--- src/rcf_map.vh ---
// Notes on behaviour
// - Registers used only by center-side converter
// - Low bits select normal or extended layout
// - Normal layout sends own model-info bytes
// - Extended layout sends remote-command register bytes
// - Bits 3:2 carry the operation code
// - Bits 5:4 read-only capability, reset 10
// - Address register fills frame bits 39:32
// - Data register fills frame bits 47:40
`ifndef RCF_MAP_VH
`define RCF_MAP_VH
// ==========================================
// Register indices
`define RCF_IDX_CONTROL 8'h4a
`define RCF_IDX_ADDRESS 8'h4b
`define RCF_IDX_DATA 8'h4c
`define RCF_IDX_MODEL0 8'h55
`define RCF_IDX_MODEL1 8'h56
`define RCF_IDX_MODEL2 8'h57
`define RCF_IDX_STATUS 8'h60
// ==========================================
// Bus byte addresses: index times four, status word at its own address
`define RCF_ADDR_CONTROL 9'h128
`define RCF_ADDR_ADDRESS 9'h12c
`define RCF_ADDR_DATA 9'h130
`define RCF_ADDR_STATUS 9'h060
// ==========================================
// Control register fields
`define RCF_LAYOUT_LSB 0
`define RCF_OPCODE_LSB 2
`define RCF_VCAP_LSB 4
`define RCF_RSV_LSB 6
`define RCF_LAYOUT_NORMAL 2'h0
`define RCF_LAYOUT_EXTENDED 2'h2
`define RCF_VCAP_RESET 2'h2
`define RCF_CTRL_RESET 8'h22
`define RCF_BYTE_RESET 8'h00
`define RCF_RESP_OKAY 2'h0
`define RCF_RESP_SLVERR 2'h2
`endif

--- src/rcf_regs.v ---
// Added by the designer: register access over AXI4-Lite.
`timescale 1ns/1ps
`default_nettype none
`include "rcf_map.vh"
module rcf_regs (
  input wire aclk, // Clock, 50 MHz
  input wire aresetn, // Sync reset, active low
  input wire ce, // Clock enable, freezes state when low
  input wire [8:0] s_axi_awaddr, // Write address
  input wire s_axi_awvalid, // Write address valid
  output reg s_axi_awready, // Write address ready
  input wire [31:0] s_axi_wdata, // Write data
  input wire [3:0] s_axi_wstrb, // Write strobes
  input wire s_axi_wvalid, // Write data valid
  output reg s_axi_wready, // Write data ready
  output reg [1:0] s_axi_bresp, // Write response
  output reg s_axi_bvalid, // Write response valid
  input wire s_axi_bready, // Write response ready
  input wire [8:0] s_axi_araddr, // Read address
  input wire s_axi_arvalid, // Read address valid
  output reg s_axi_arready, // Read address ready
  output reg [31:0] s_axi_rdata, // Read data
  output reg [1:0] s_axi_rresp, // Read response
  output reg s_axi_rvalid, // Read data valid
  input wire s_axi_rready, // Read data ready
  input wire center_converter, // Strap pin: center side
  input wire frame_start, // Pulse: maintenance frame begins
  input wire frame_done, // Pulse: frame fully sent
  input wire [23:0] model_info, // Own model-info bytes 0x55..0x57
  output reg [23:0] model_info_bits, // Frame bits 24..47
  output reg frame_busy // Frame fields held
);
  // ==========================================
  // Synchronised inputs
  // Strap is seen two cycles after reset; earlier writes are dropped
  reg cc_s1, cc_s2, fs_s1, fs_s2, fd_s1, fd_s2, fs_d;
  always @(posedge aclk) begin
    if (!aresetn) begin
      cc_s1 <= 1'b0;
      cc_s2 <= 1'b0;
      fs_s1 <= 1'b0;
      fs_s2 <= 1'b0;
      fd_s1 <= 1'b0;
      fd_s2 <= 1'b0;
      fs_d <= 1'b0;
    end else if (ce) begin
      cc_s1 <= center_converter;
      cc_s2 <= cc_s1;
      fs_s1 <= frame_start;
      fs_s2 <= fs_s1;
      fd_s1 <= frame_done;
      fd_s2 <= fd_s1;
      fs_d <= fs_s2;
    end
  end
  wire start_evt = fs_s2 & ~fs_d & ~frame_busy;

  // ==========================================
  // Registers
  reg [1:0] reserved_bits;
  reg [1:0] op_code;
  reg [1:0] layout_sel;
  reg [7:0] target_address_byte;
  reg [7:0] command_data_byte;
  wire [1:0] vendor_cap = `RCF_VCAP_RESET;
  wire [7:0] ctrl_rd = {reserved_bits, vendor_cap, op_code, layout_sel};

  // Anything else answers with an error and reads zero
  function is_mapped;
    input [8:0] a;
    begin
      if (a == `RCF_ADDR_CONTROL) begin
        is_mapped = 1'b1;
      end else if (a == `RCF_ADDR_ADDRESS) begin
        is_mapped = 1'b1;
      end else if (a == `RCF_ADDR_DATA) begin
        is_mapped = 1'b1;
      end else if (a == `RCF_ADDR_STATUS) begin
        is_mapped = 1'b1;
      end else begin
        is_mapped = 1'b0;
      end
    end
  endfunction

  // ==========================================
  // Write channel: address and data taken in either order
  reg aw_held, w_held;
  reg [8:0] aw_q;
  reg [7:0] w_q;
  reg w_en;
  wire [8:0] wa = aw_held ? aw_q : s_axi_awaddr;
  // Only byte lane 0 carries a register; upper lanes are ignored
  wire [7:0] wd = w_held ? w_q : s_axi_wdata[7:0];
  wire we_lane = w_held ? w_en : s_axi_wstrb[0];
  wire aw_ok = aw_held | (s_axi_awvalid & s_axi_awready);
  wire w_ok = w_held | (s_axi_wvalid & s_axi_wready);
  wire do_wr = aw_ok & w_ok & ~s_axi_bvalid;
  // Only the center-side converter may change the command fields
  wire wr_en = do_wr & we_lane & cc_s2;

  always @(posedge aclk) begin
    if (!aresetn) begin
      s_axi_awready <= 1'b1;
      s_axi_wready <= 1'b1;
      s_axi_bvalid <= 1'b0;
      s_axi_bresp <= `RCF_RESP_OKAY;
      aw_held <= 1'b0;
      w_held <= 1'b0;
      aw_q <= 9'h000;
      w_q <= 8'h00;
      w_en <= 1'b0;
      reserved_bits <= 2'h0;
      op_code <= 2'h0;
      layout_sel <= `RCF_LAYOUT_EXTENDED;
      target_address_byte <= `RCF_BYTE_RESET;
      command_data_byte <= `RCF_BYTE_RESET;
    end else if (ce) begin
      if (s_axi_bvalid && s_axi_bready) begin
        s_axi_bvalid <= 1'b0;
        s_axi_awready <= 1'b1;
        s_axi_wready <= 1'b1;
      end
      if (do_wr) begin
        aw_held <= 1'b0;
        w_held <= 1'b0;
        s_axi_awready <= 1'b0;
        s_axi_wready <= 1'b0;
        s_axi_bvalid <= 1'b1;
        s_axi_bresp <= is_mapped(wa) ? `RCF_RESP_OKAY : `RCF_RESP_SLVERR;
      end else begin
        if (s_axi_awvalid && s_axi_awready) begin
          aw_held <= 1'b1;
          aw_q <= s_axi_awaddr;
          s_axi_awready <= 1'b0;
        end
        if (s_axi_wvalid && s_axi_wready) begin
          w_held <= 1'b1;
          w_q <= s_axi_wdata[7:0];
          w_en <= s_axi_wstrb[0];
          s_axi_wready <= 1'b0;
        end
      end
      if (wr_en) begin
        if (wa == `RCF_ADDR_CONTROL) begin
          // Reserved top bits stored as written; software keeps them zero
          reserved_bits <= wd[`RCF_RSV_LSB +: 2];
          op_code <= wd[`RCF_OPCODE_LSB +: 2];
          layout_sel <= wd[`RCF_LAYOUT_LSB +: 2];
        end else if (wa == `RCF_ADDR_ADDRESS) begin
          target_address_byte <= wd;
        end else if (wa == `RCF_ADDR_DATA) begin
          command_data_byte <= wd;
        end
      end
    end
  end

  // ==========================================
  // Read channel, answer one cycle after address taken
  always @(posedge aclk) begin
    if (!aresetn) begin
      s_axi_arready <= 1'b1;
      s_axi_rvalid <= 1'b0;
      s_axi_rdata <= 32'h0000_0000;
      s_axi_rresp <= `RCF_RESP_OKAY;
    end else if (ce) begin
      if (s_axi_rvalid && s_axi_rready) begin
        s_axi_rvalid <= 1'b0;
        s_axi_arready <= 1'b1;
      end
      if (s_axi_arvalid && s_axi_arready) begin
        s_axi_arready <= 1'b0;
        s_axi_rvalid <= 1'b1;
        s_axi_rresp <= is_mapped(s_axi_araddr) ? `RCF_RESP_OKAY : `RCF_RESP_SLVERR;
        if (s_axi_araddr == `RCF_ADDR_CONTROL) begin
          s_axi_rdata <= {24'h00_0000, ctrl_rd};
        end else if (s_axi_araddr == `RCF_ADDR_ADDRESS) begin
          s_axi_rdata <= {24'h00_0000, target_address_byte};
        end else if (s_axi_araddr == `RCF_ADDR_DATA) begin
          s_axi_rdata <= {24'h00_0000, command_data_byte};
        end else if (s_axi_araddr == `RCF_ADDR_STATUS) begin
          // Status word: bit 0 fields held, bit 1 strap seen as center side
          s_axi_rdata <= {30'h0000_0000, cc_s2, frame_busy};
        end else begin
          s_axi_rdata <= 32'h0000_0000;
        end
      end
    end
  end

  // ==========================================
  // Frame field selection
  // Extended layout only on the center side; reserved codes fall back to normal
  wire ext = cc_s2 && (layout_sel == `RCF_LAYOUT_EXTENDED);
  wire [23:0] fields = ext ?
    {command_data_byte, target_address_byte, ctrl_rd} : model_info;
  wire [23:0] held;

  rcf_snap u_snap (
    .aclk(aclk),
    .aresetn(aresetn),
    .ce(ce),
    .load(start_evt),
    .din(fields),
    .dout(held)
  );

  always @(posedge aclk) begin
    if (!aresetn) begin
      frame_busy <= 1'b0;
      model_info_bits <= 24'h00_0000;
    end else if (ce) begin
      if (start_evt) begin
        frame_busy <= 1'b1;
      end else if (fd_s2) begin
        frame_busy <= 1'b0;
      end
      // Normal layout passes own info live while idle; held during a frame
      model_info_bits <= frame_busy ? held : fields;
    end
  end
endmodule
`default_nettype wire

--- src/rcf_snap.v ---
`timescale 1ns/1ps
`default_nettype none
// ==========================================
// Frame field snapshot, read data registered
module rcf_snap (
  input wire aclk, // Clock
  input wire aresetn, // Sync reset, active low
  input wire ce, // Clock enable
  input wire load, // Capture at frame start
  input wire [23:0] din, // Fields to capture
  output reg [23:0] dout // Held fields
);
  always @(posedge aclk) begin
    if (!aresetn) begin
      dout <= 24'h00_0000;
    end else if (ce && load) begin
      dout <= din;
    end
  end
endmodule
`default_nettype wire

--- config.mk ---
export PLATFORM = sky130hd
export DESIGN_NAME = rcf_regs
export DESIGN_NICKNAME = d
export VERILOG_FILES = /design/src/rcf_regs.v /design/src/rcf_snap.v
export VERILOG_INCLUDE_DIRS = /design/src
export SDC_FILE = /design/constraint.sdc
export NUM_CORES = 1
export LEC_CHECK = 0
export BUFFER_PORTS_ARGS = -buffer_cell sky130_fd_sc_hd__buf_2
export CORE_ASPECT_RATIO = 1.25
export CORE_MARGIN = 1.5
export CORE_UTILIZATION = 50
export CTS_CLUSTER_DIAMETER = 200
export DETAILED_ROUTE_END_ITERATION = 8
export PLACE_DENSITY_LB_ADDON = 0.12
export SYNTH_ARGS = -nofsm -noshare
export SYNTH_HDL_FRONTEND = slang
export SYNTH_HIERARCHICAL = 1
export SYNTH_SLANG_ARGS = --single-unit
--- constraint.sdc ---
create_clock -name aclk -period 3.8 [get_ports aclk]
set_input_delay 0.38 -clock aclk [delete_from_list [all_inputs] [get_ports aclk]]
set_output_delay 0.38 -clock aclk [all_outputs]
set_load 0.01 [all_outputs]
==> metrics.md, run 1 <==
| Metric | Value |
|---|---|
| CTS tree | `built` |
| Global route total overflow | `0` |
| GPL Wtd Cong | `0.843` |
| Die area | `around 12000 sq um` |
| Initial DRT Pass Iterations | `5` |
| Syn Area/Cell | `9.41 sq um` |
| Nets | `766` |
| Initial core utilization | `50.8%` |
| Largest net degree at the start of global routing | `88` |
| Maximum vdd drop | `342 uV` |
| Hold buffers post-CTS | `0` |
| Post-CTS setup buffer count | `0` |
| WL/cell | `16.0 um` |
| Status | `completed` |
| # diodes | `0` |
| Max Slew Vio Count | `0` |
| Skew-Pair Late Insertion Delay | `about 400 ps` |
| Share of the synthesized area in the top cell type | `40.4%` |
| Post-synth EDFFs | `0` |
| Drt drc | `0` |
| Type of origin of the critical path | `register` |
| Overall power | `about 0.0030 W` |
| Core Rows | `43` |
| Initial antenna violation count | `0` |
| Most frequent cell after synthesis | `dfxtp_1` |
| Final setup viols | `0` |
| PostCTS Resize Cnt | `0` |
| Tcrit/Tclk final | `around 60%` |
| Die Y | `121 um` |
| Top FF cell, synth | `dfxtp_1` |
| CP max FO | `12` |
| Syn Inst Count | `595` |
| Core Area | `11000 sq um` |
| Port bufs | `101` |
| Power Density | `around 450 nW/um^2` |
| RSZ-0062 raised after global routing | `no` |
| Root Driver | `clkbuf_16` |
| Fillers | `between 900 and 1000` |
| Hold crit path type | `primary input to register` |
| Via count | `between 4000 and 5000` |
| Netlist cell types | `53` |
| Via density per instance | `between 5 and 6` |
| First-pass GRT wire length | `21900 um` |
| Final clock skew | `7.31 ps` |
| Drt initial violations | `180` |
| Max-Cap Viols | `0` |
| CTS Sinks | `113` |
| Yosys reg bits | `about 110` |
| Post-synthesis cell area | `between 5000 and 6000 sq um` |
| Cell taking the most area after synthesis | `dfxtp_1` |
| Detailed placer's ending HPWL | `9130 um` |
| Overall routing resource usage | `23.0%` |
| Ports | `between 150 and 200` |
| CTS Buffer Depth | `2` |
| Async S/R FF share, synth | `0%` |
| Die Span X | `97.7 um` |
| Inserted Clock Buffers | `17` |
| Critical path arrival | `approximately 2600 ps` |
| Htree depth | `4` |
| CP Class | `register to register` |
| Crit end category | `register` |
| Clock transition at path regs | `50 ps` |
| Final hold violation count | `0` |
| Worst EP required | `4120 ps` |
| Vias in the first global route | `about 4400` |
| Setup_tns | `0 ps` |
| Antenna viol nets, final | `0` |
| Detailed Route WL | `13200 um` |
| Share of cells above drive strength 1 | `29.1%` |
| Slew HR | `22.7%` |
| Fmax | `438 MHz` |
| Seq/Total Area, Yosys | `40.4%` |
| Tightest Pin Transition | `around 1200 ps` |
| Commonest cells post-synth | `dfxtp_1, mux2i_1, nand2_1` |
| Top area cells in the synthesized netlist | `dfxtp_1, mux2i_1, mux2_2, nand2_1, buf_4` |
| Area growth from synthesis to layout | `17.0%` |
| Static leakage | `2.81 nW` |
| Post-route minimum period | `2280 ps` |
| Yosys warns | `6` |
[cells by family (layout without fill, tap and decap cells)]
| kind of cell | count (synthesis) | count (layout) | share of synthesized area (%) |
|---|---|---|---|
| other | 1 | 26 | 0.0669 |
| muxes | 103 | 103 | 19.2 |
| buffers and inverters | 72 | 142 | 7.42 |
| DFF | 113 | 113 | 40.4 |
| and+or+nand+nor | 205 | 205 | 20.3 |
| AOI/OAI and AO/OA | 101 | 101 | 12.6 |
[cells in the final DEF, fill, tap and decap left out, types with 2 or more instances in the layout]
| master | instances |
|---|---|
| a2111oi_4 | 2 |
| a211o_1 | 2 |
| a21o_1 | 3 |
| a21oi_1 | 15 |
| a221oi_1 | 4 |
| a22oi_1 | 2 |
| a311oi_1 | 2 |
| a31oi_1 | 7 |
| and2_1 | 2 |
| and3_1 | 6 |
| buf_2 | 100 |
| buf_4 | 8 |
| clkbuf_1 | 6 |
| clkbuf_16 | 17 |
| clkbuf_8 | 4 |
| clkinv_2 | 4 |
| conb_1 | 26 |
| dfxtp_1 | 113 |
| mux2_2 | 32 |
| mux2i_1 | 70 |
| nand2_1 | 67 |
| nand2b_1 | 12 |
| nand3_1 | 7 |
| nand3b_1 | 22 |
| nand4_1 | 26 |
| nand4b_4 | 2 |
| nor2_1 | 37 |
| nor3_1 | 3 |
| nor3b_1 | 5 |
| nor3b_2 | 3 |
| nor4b_1 | 2 |
| o211ai_1 | 3 |
| o21ai_0 | 34 |
| o21ai_2 | 20 |
| or3b_2 | 2 |
[registers in the layout, summed over array words and instances (netlist names), 2 cells and up]
| name | cells |
|---|---|
| s_axi_rdata | 8 |
| u_snap/dout | 24 |
| command_data_byte | 8 |
| aw_q | 9 |
| op_code | 2 |
| w_q | 8 |
| model_info_bits | 24 |
| layout_sel | 2 |
| reserved_bits | 2 |
| target_address_byte | 8 |
[routing by layer]
| metal | track usage (%) | vias up | routed length, um |
|---|---|---|---|
| met5 | 0 | - | 0 |
| met4 | 7.68 | 0 | 116 |
| met3 | 4.95 | 8 | 499 |
| met2 | 39.4 | 89 | 6630 |
| met1 | 28.8 | 2207 | 5910 |
| li1 | - | 2250 | - |
[report_power, final]
group	internal [W]	switching, W
registers	0.00123	0.0000314
logic	0.000129	0.000178
clock network	0.000896	0.000517
[final timing paths]
check                                     from                      to  slack [ps]  depth (start not counted)
worst max-delay path                   aw_held  target_address_byte[1]        1520                          4
worst min-delay path                frame_done                   fd_s1         210                          3
worst max register to register         aw_held  target_address_byte[1]        1520                          4
worst min register to register  u_snap/dout[5]          u_snap/dout[5]         450                          2
[cell type report]
type | instances | area [sq um] | area share (%)
Multi-Input combinational cell | 435 | 3020 | 46.1
Sequential cell | 113 | 2260 | 34.5
Timing Repair Buffer | 108 | 561 | 8.55
Clock buffer | 27 | 503 | 7.68
Tap cell | 135 | 169 | 2.58
Clock inverter | 5 | 27.5 | 0.420
Inverter | 2 | 7.51 | 0.115
[worst max-delay path, stage by stage, from the launching register on]
cell       delay [ps]
dfxtp_1           590
and2b_1           260
nand4b_4          170
a2111oi_4         890
mux2i_1           280
[stage by stage]
step	setup WS [ps]	cell area [sq um]	cells	utilization [%]	hold WS, ps
2_1_floorplan	1980	5700	620	-	434
3_3_place_gp	1580	6020	793	54.6	441
3_5_place_dp	1540	6020	793	54.6	447
4_1_cts	1510	6550	825	59.4	208
5_1_grt	1380	6550	825	59.4	218
6_report	1520	6550	825	59.4	212
(Power assumes the default switching activity.)
==> inputs of run 2 (changes only) <==
==> constraint.sdc (replaced) <==
create_clock -name aclk -period 2.38 [get_ports aclk]
set_input_delay 0.238 -clock aclk [delete_from_list [all_inputs] [get_ports aclk]]
set_output_delay 0.238 -clock aclk [all_outputs]
set_load 0.01 [all_outputs]
==> metrics.md, run 2 (synthesis results as in run 1) <==
| Metric | Value |
|---|---|
| CP Class | `register to register` |
| Hold crit path type | `primary input to register` |
| Initial antenna violation count | `0 (unchanged)` |
| Post-CTS setup buffer count | `0 (unchanged)` |
| Final hold violation count | `0 (unchanged)` |
| FF-to-FF End | `command_data_byte[2]` |
| Fin Hold WS | `89.3 ps (-123 ps)` |
| RSZ-0062 raised after global routing | `no` |
| Core Area | `11000 sq um (unchanged)` |
| Overall power | `0.00523 W (+75%)` |
| Fillers | `970 (-2.2%)` |
| R2R Path Start | `aw_held` |
| Port bufs | `101 (unchanged)` |
| R2r worst-path depth | `4 (unchanged)` |
| Initial DRT Pass Iterations | `5 (unchanged)` |
| Share of cells above drive strength 1 | `30.8% (+1.7 points)` |
| CTS Buffer Depth | `2 (unchanged)` |
| Clock transition at path regs | `60 ps (about the same)` |
| Global route total overflow | `0 (unchanged)` |
| Commonest non-fill, non-tap cell in the layout | `dfxtp_1` |
| Hold buffers post-CTS | `0 (unchanged)` |
| Die area | `11900 sq um (unchanged)` |
| Setup_tns | `0 ps (unchanged)` |
| Final setup viols | `0 (unchanged)` |
| CP max FO | `12 (unchanged)` |
| Via density per instance | `5.50 (-0.31%)` |
| Largest net degree at the start of global routing | `54 (-39%)` |
| Tcrit/Tclk final | `87.1% (+27 points)` |
| Slew HR | `60.1% (+37 points)` |
| Die Span X | `97.7 um (unchanged)` |
| Overall routing resource usage | `23.1% (+0.046 points)` |
| Detailed placer's ending HPWL | `9320 um (+2.0%)` |
| Critical path arrival | `2330 ps (-280 ps)` |
| Max Slew Vio Count | `0 (unchanged)` |
| Skew-Pair Late Insertion Delay | `400 ps (about the same)` |
| Core Rows | `43 (unchanged)` |
| Hold Crit Endpoint | `fs_s1` |
| Commonest cells after routing, fill and taps aside | `dfxtp_1, buf_2, mux2i_1, nand2_1, nor2_1` |
| Tightest Pin Transition | `597 ps (-562 ps)` |
| Detailed Route WL | `13600 um (+3.2%)` |
| Drt drc | `0 (unchanged)` |
| Worst EP required | `2640 ps (-1480 ps)` |
| Die Y | `121 um (unchanged)` |
| First-pass GRT wire length | `22000 um (+0.63%)` |
| Initial core utilization | `50.8% (unchanged)` |
| Nets | `774 (+1.0%)` |
| Placement Cell Area | `6090 sq um (+1.2%)` |
| Drt initial violations | `245 (+36%)` |
| Antenna viol nets, final | `0 (unchanged)` |
| CTS Sinks | `113 (unchanged)` |
| Design Area, Final | `6730 sq um (+2.7%)` |
| Via count | `4584 (+0.66%)` |
| Htree depth | `4 (unchanged)` |
| Fmax | `483 MHz (+10%)` |
| WL/cell | `16.3 um (+2.2%)` |
| Inserted Clock Buffers | `17 (unchanged)` |
| Post-route minimum period | `2070 ps (-211 ps)` |
| Top Registers | `model_info_bits (24), u_snap/dout (24), aw_q (9)` |
| CTS tree | `built` |
| Worst Hold Depth | `3 (unchanged)` |
| R2r setup slk | `310 ps (-1210 ps)` |
| Crit end category | `register` |
| Area growth from synthesis to layout | `20.2%` |
| Final clock skew | `7.16 ps (-0.155 ps)` |
| Maximum vdd drop | `434 uV (+27%)` |
| Vias in the first global route | `4438 (+0.38%)` |
| # diodes | `0 (unchanged)` |
| Ports | `155 (unchanged)` |
| Status | `completed` |
| Type of origin of the critical path | `register` |
| Static leakage | `2.91 nW (+3.6%)` |
| HP Start | `frame_start` |
| Power Density | `777 nW/um^2 (+71%)` |
| Max-Cap Viols | `0 (unchanged)` |
| Root Driver | `clkbuf_16` |
| GPL Wtd Cong | `0.858 (+1.8%)` |
| PostCTS Resize Cnt | `0 (unchanged)` |
-- run 2: cell count changes in the layout (fill, tap and decap cells not counted) --
cell,delta
buf_4,+7
clkbuf_1,-6
bufinv_16,+4
clkinv_2,+2
buf_12,+1
-- run 2: worst max path at each step --
stage / startpoint / endpoint / slack [ps] / cells after the start
6_report: aw_held / command_data_byte[2] / 310 / 4
5_1_grt: aw_held / command_data_byte[4] / 220 / 4
4_1_cts: aw_held / command_data_byte[2] / 340 / 4
3_5_place_dp: aw_held / command_data_byte[2] / 370 / 4
3_3_place_gp: aw_held / command_data_byte[1] / 430 / 4
2_1_floorplan: aw_q[0] / layout_sel[1] / 610 / 4
-- run 2: power breakdown --
| group | internal [W] | switching [W] | leakage [nW] |
|---|---|---|---|
| Combinational | 0.000215 | 0.000293 | 1.67 |
| Sequential | 0.00196 | 0.0000462 | 0.920 |
| Clock | 0.00185 | 0.000862 | 0.318 |
-- run 2: layout make-up --
| cell class | instances | area [sq um] | share of cell area [%] |
|---|---|---|---|
| multi-input cells | 435 | 3020 | 44.9 |
| flip-flops and latches | 113 | 2260 | 33.6 |
| repair buffers | 116 | 633 | 9.40 |
| clock buffers | 21 | 480 | 7.14 |
| well taps | 135 | 169 | 2.51 |
| clock inverters | 11 | 158 | 2.34 |
| inverters | 2 | 7.51 | 0.112 |
-- run 2: per-stage QoR --
stage,std cells,setup slack [ps],util [%]
after floorplan,620,607,-
after global placement,801,428,55.3
after detailed placement,801,373,55.3
after CTS,833,338,61.0
after global routing,833,216,61.0
final,833,308,61.0
-- run 2: metal layers --
layer	routed length, um	global-route usage [%]	vias to the layer above	part of all wire, %
li1	-	-	2259	-
met1	6130	30.1	2203	45
met2	6700	38.2	108	49
met3	578	4.90	14	4.3
met4	165	7.23	0	1.2
met5	0	0	-	0
-- run 2: worst max-delay path, stage by stage (launching register included) --
cell      delay (ps)
dfxtp_1          590
and2b_1          280
nand4b_4         180
a2111o_1         680
mux2i_1          200
==> inputs of run 3 (changes only) <==
--- a/config.mk
+++ b/config.mk
@@ -12,6 +12,7 @@
 export CORE_UTILIZATION = 50
 export CTS_CLUSTER_DIAMETER = 200
 export DETAILED_ROUTE_END_ITERATION = 8
+export GPL_TIMING_DRIVEN = 1
 export PLACE_DENSITY_LB_ADDON = 0.12
 export SYNTH_ARGS = -nofsm -noshare
 export SYNTH_HDL_FRONTEND = slang
==> constraint.sdc (replaced) <==
create_clock -name aclk -period 2.5 [get_ports aclk]
set_input_delay 0.25 -clock aclk [delete_from_list [all_inputs] [get_ports aclk]]
set_output_delay 0.25 -clock aclk [all_outputs]
set_load 0.01 [all_outputs]
==> metrics.md, run 3 (synthesis results as in run 1) <==
| Metric | Value |
|---|---|
| Status | `completed` |
| Drt drc | `0 (unchanged)` |
| Internal power | `0.00352 W (-13%)` |
| Post-CTS setup buffer count | `0 (unchanged)` |
| Area growth from synthesis to layout | `18.3%` |
| CP max FO | `12 (unchanged)` |
| Slew HR | `56.9% (-3.2 points)` |
| Final clock skew | `8.70 ps (+1.54 ps)` |
| Tightest Pin Transition | `645 ps (+48.0 ps)` |
| Core Area | `11000 sq um (unchanged)` |
| WL/cell | `16.3 um (+0.28%)` |
| Detailed placer's ending HPWL | `9420 um (+1.0%)` |
| PostCTS Resize Cnt | `0 (unchanged)` |
| Vias in the first global route | `4451 (+0.29%)` |
| Die Y | `121 um (unchanged)` |
| Placement Cell Area | `6070 sq um (-0.33%)` |
| Initial core utilization | `50.8% (unchanged)` |
| Final setup viols | `0 (unchanged)` |
| Max-Cap Viols | `0 (unchanged)` |
| Via density per instance | `5.52 (+0.35%)` |
| Core Rows | `43 (unchanged)` |
| Detailed Route WL | `13600 um (about the same)` |
| CTS Buffer Depth | `2 (unchanged)` |
| Worst EP required | `2780 ps (+140 ps)` |
| CP Class | `register to register` |
| Setup_tns | `0 ps (unchanged)` |
| GPL Wtd Cong | `0.836 (-2.6%)` |
| CTS Sinks | `113 (unchanged)` |
| Static leakage | `2.86 nW (-1.8%)` |
| Crit end category | `register` |
| Drt initial violations | `259 (+5.7%)` |
| Ports | `155 (unchanged)` |
| Clock share of power | `48.2% (-3.7 points)` |
| Root Driver | `clkbuf_16` |
| Global route total overflow | `0 (unchanged)` |
| Nets | `773 (-0.13%)` |
| Comb power frac | `10.4% (+0.7 points)` |
| Design Area, Final | `6630 sq um (-1.6%)` |
| Tcrit/Tclk final | `77.9% (-9.1 points)` |
| Via count | `4589 (+0.11%)` |
| Htree depth | `4 (unchanged)` |
| CTS tree | `built` |
| Hold crit path type | `primary input to register` |
| Commonest non-fill, non-tap cell in the layout | `dfxtp_1` |
| Power Density | `698 nW/um^2 (-10%)` |
| Max Slew Vio Count | `0 (unchanged)` |
| Top Registers | `model_info_bits (24), u_snap/dout (24), aw_q (9)` |
| Initial DRT Pass Iterations | `6 (+1)` |
| Type of origin of the critical path | `register` |
| Post-route minimum period | `1950 ps (-124 ps)` |
| Clock transition at path regs | `50 ps (about the same)` |
| Maximum vdd drop | `413 uV (-4.8%)` |
| Die Span X | `97.7 um (unchanged)` |
| Switch Pwr | `0.00110 W (-8.3%)` |
| Share of cells above drive strength 1 | `30.0% (-0.77 points)` |
| Inserted Clock Buffers | `17 (unchanged)` |
| Commonest cells after routing, fill and taps aside | `dfxtp_1, buf_2, mux2i_1, nand2_1, nor2_1` |
| Net switching fraction of the power | `23.8% (+0.85 points)` |
| RSZ-0062 raised after global routing | `no` |
| Hold buffers post-CTS | `0 (unchanged)` |
| Antenna viol nets, final | `0 (unchanged)` |
| # diodes | `0 (unchanged)` |
| First-pass GRT wire length | `22000 um (+0.22%)` |
| Initial antenna violation count | `0 (unchanged)` |
| Fmax | `513 MHz (+6.4%)` |
| Critical path arrival | `2220 ps (-110 ps)` |
| Die area | `11900 sq um (unchanged)` |
| Overall routing resource usage | `23.7% (+0.61 points)` |
| Port bufs | `101 (unchanged)` |
| Final hold violation count | `0 (unchanged)` |
| Skew-Pair Late Insertion Delay | `410 ps (about the same)` |
| Flop pwr share | `41.4% (+3.0 points)` |
| Largest net degree at the start of global routing | `43 (-20%)` |
==> run 3: cell types whose count changed in the layout (fill, tap and decap cells not counted) <==
cell        delta
clkinv_2       -1
bufinv_16      -3
clkbuf_1       +4
buf_12         -1
clkinvlp_4     -1
==> run 3: layer usage <==
metal / global-route usage (%) / up-vias / wire length (um)
met5: 0 / - / 0
met2: 40.3 / 122 / 6850
li1: - / 2254 / -
met4: 7.77 / 0 / 122
met3: 6.28 / 11 / 652
met1: 29.1 / 2202 / 5950
==> run 3: final timing paths <==
path | start | end | slack, ps | cells after the start
setup / recovery | aw_held | command_data_byte[1] | 550 | 4
hold / removal | s_axi_awaddr[5] | aw_q[5] | 90 | 3
setup reg to reg | aw_held | command_data_byte[1] | 550 | 4
hold reg to reg | s_axi_rdata[5] | s_axi_rdata[5] | 450 | 2
==> run 3: power by group through the flow <==
stage               clock [W]  sequential [W]  combinational [W]
floorplan                   0         0.00196           0.000334
global placement            0         0.00195           0.000471
detailed placement          0         0.00195           0.000481
CTS                   0.00226         0.00191           0.000485
global route          0.00236         0.00192           0.000531
finish                0.00223         0.00191           0.000481
==> run 3: cell type report <==
| class | count | area (sq um) |
|---|---|---|
| Timing Repair Buffer | 115 | 613 |
| Inverter | 2 | 7.51 |
| Clock inverter | 6 | 55.1 |
| Clock buffer | 25 | 495 |
| Fill cell | 979 | 4400 |
| Sequential cell | 113 | 2260 |
| Multi-Input combinational cell | 435 | 3020 |
| Tap cell | 135 | 169 |
==> run 3: per-stage QoR <==
step	setup WS, ps	total power (W)	utilization [%]	cells	hold WS (ps)
2_1_floorplan	727	0.00229	-	620	394
3_3_place_gp	561	0.00242	55.1	800	442
3_5_place_dp	547	0.00243	55.1	800	446
4_1_cts	540	0.00466	60.1	831	85.8
5_1_grt	414	0.00481	60.1	831	90.8
6_report	552	0.00463	60.1	831	92.3
==> run 3: worst max-delay path, stage by stage, from the launching register on <==
cell,delay [ps]
dfxtp_1,570
and2b_1,240
nand4b_4,170
a2111o_1,650
mux2i_1,180
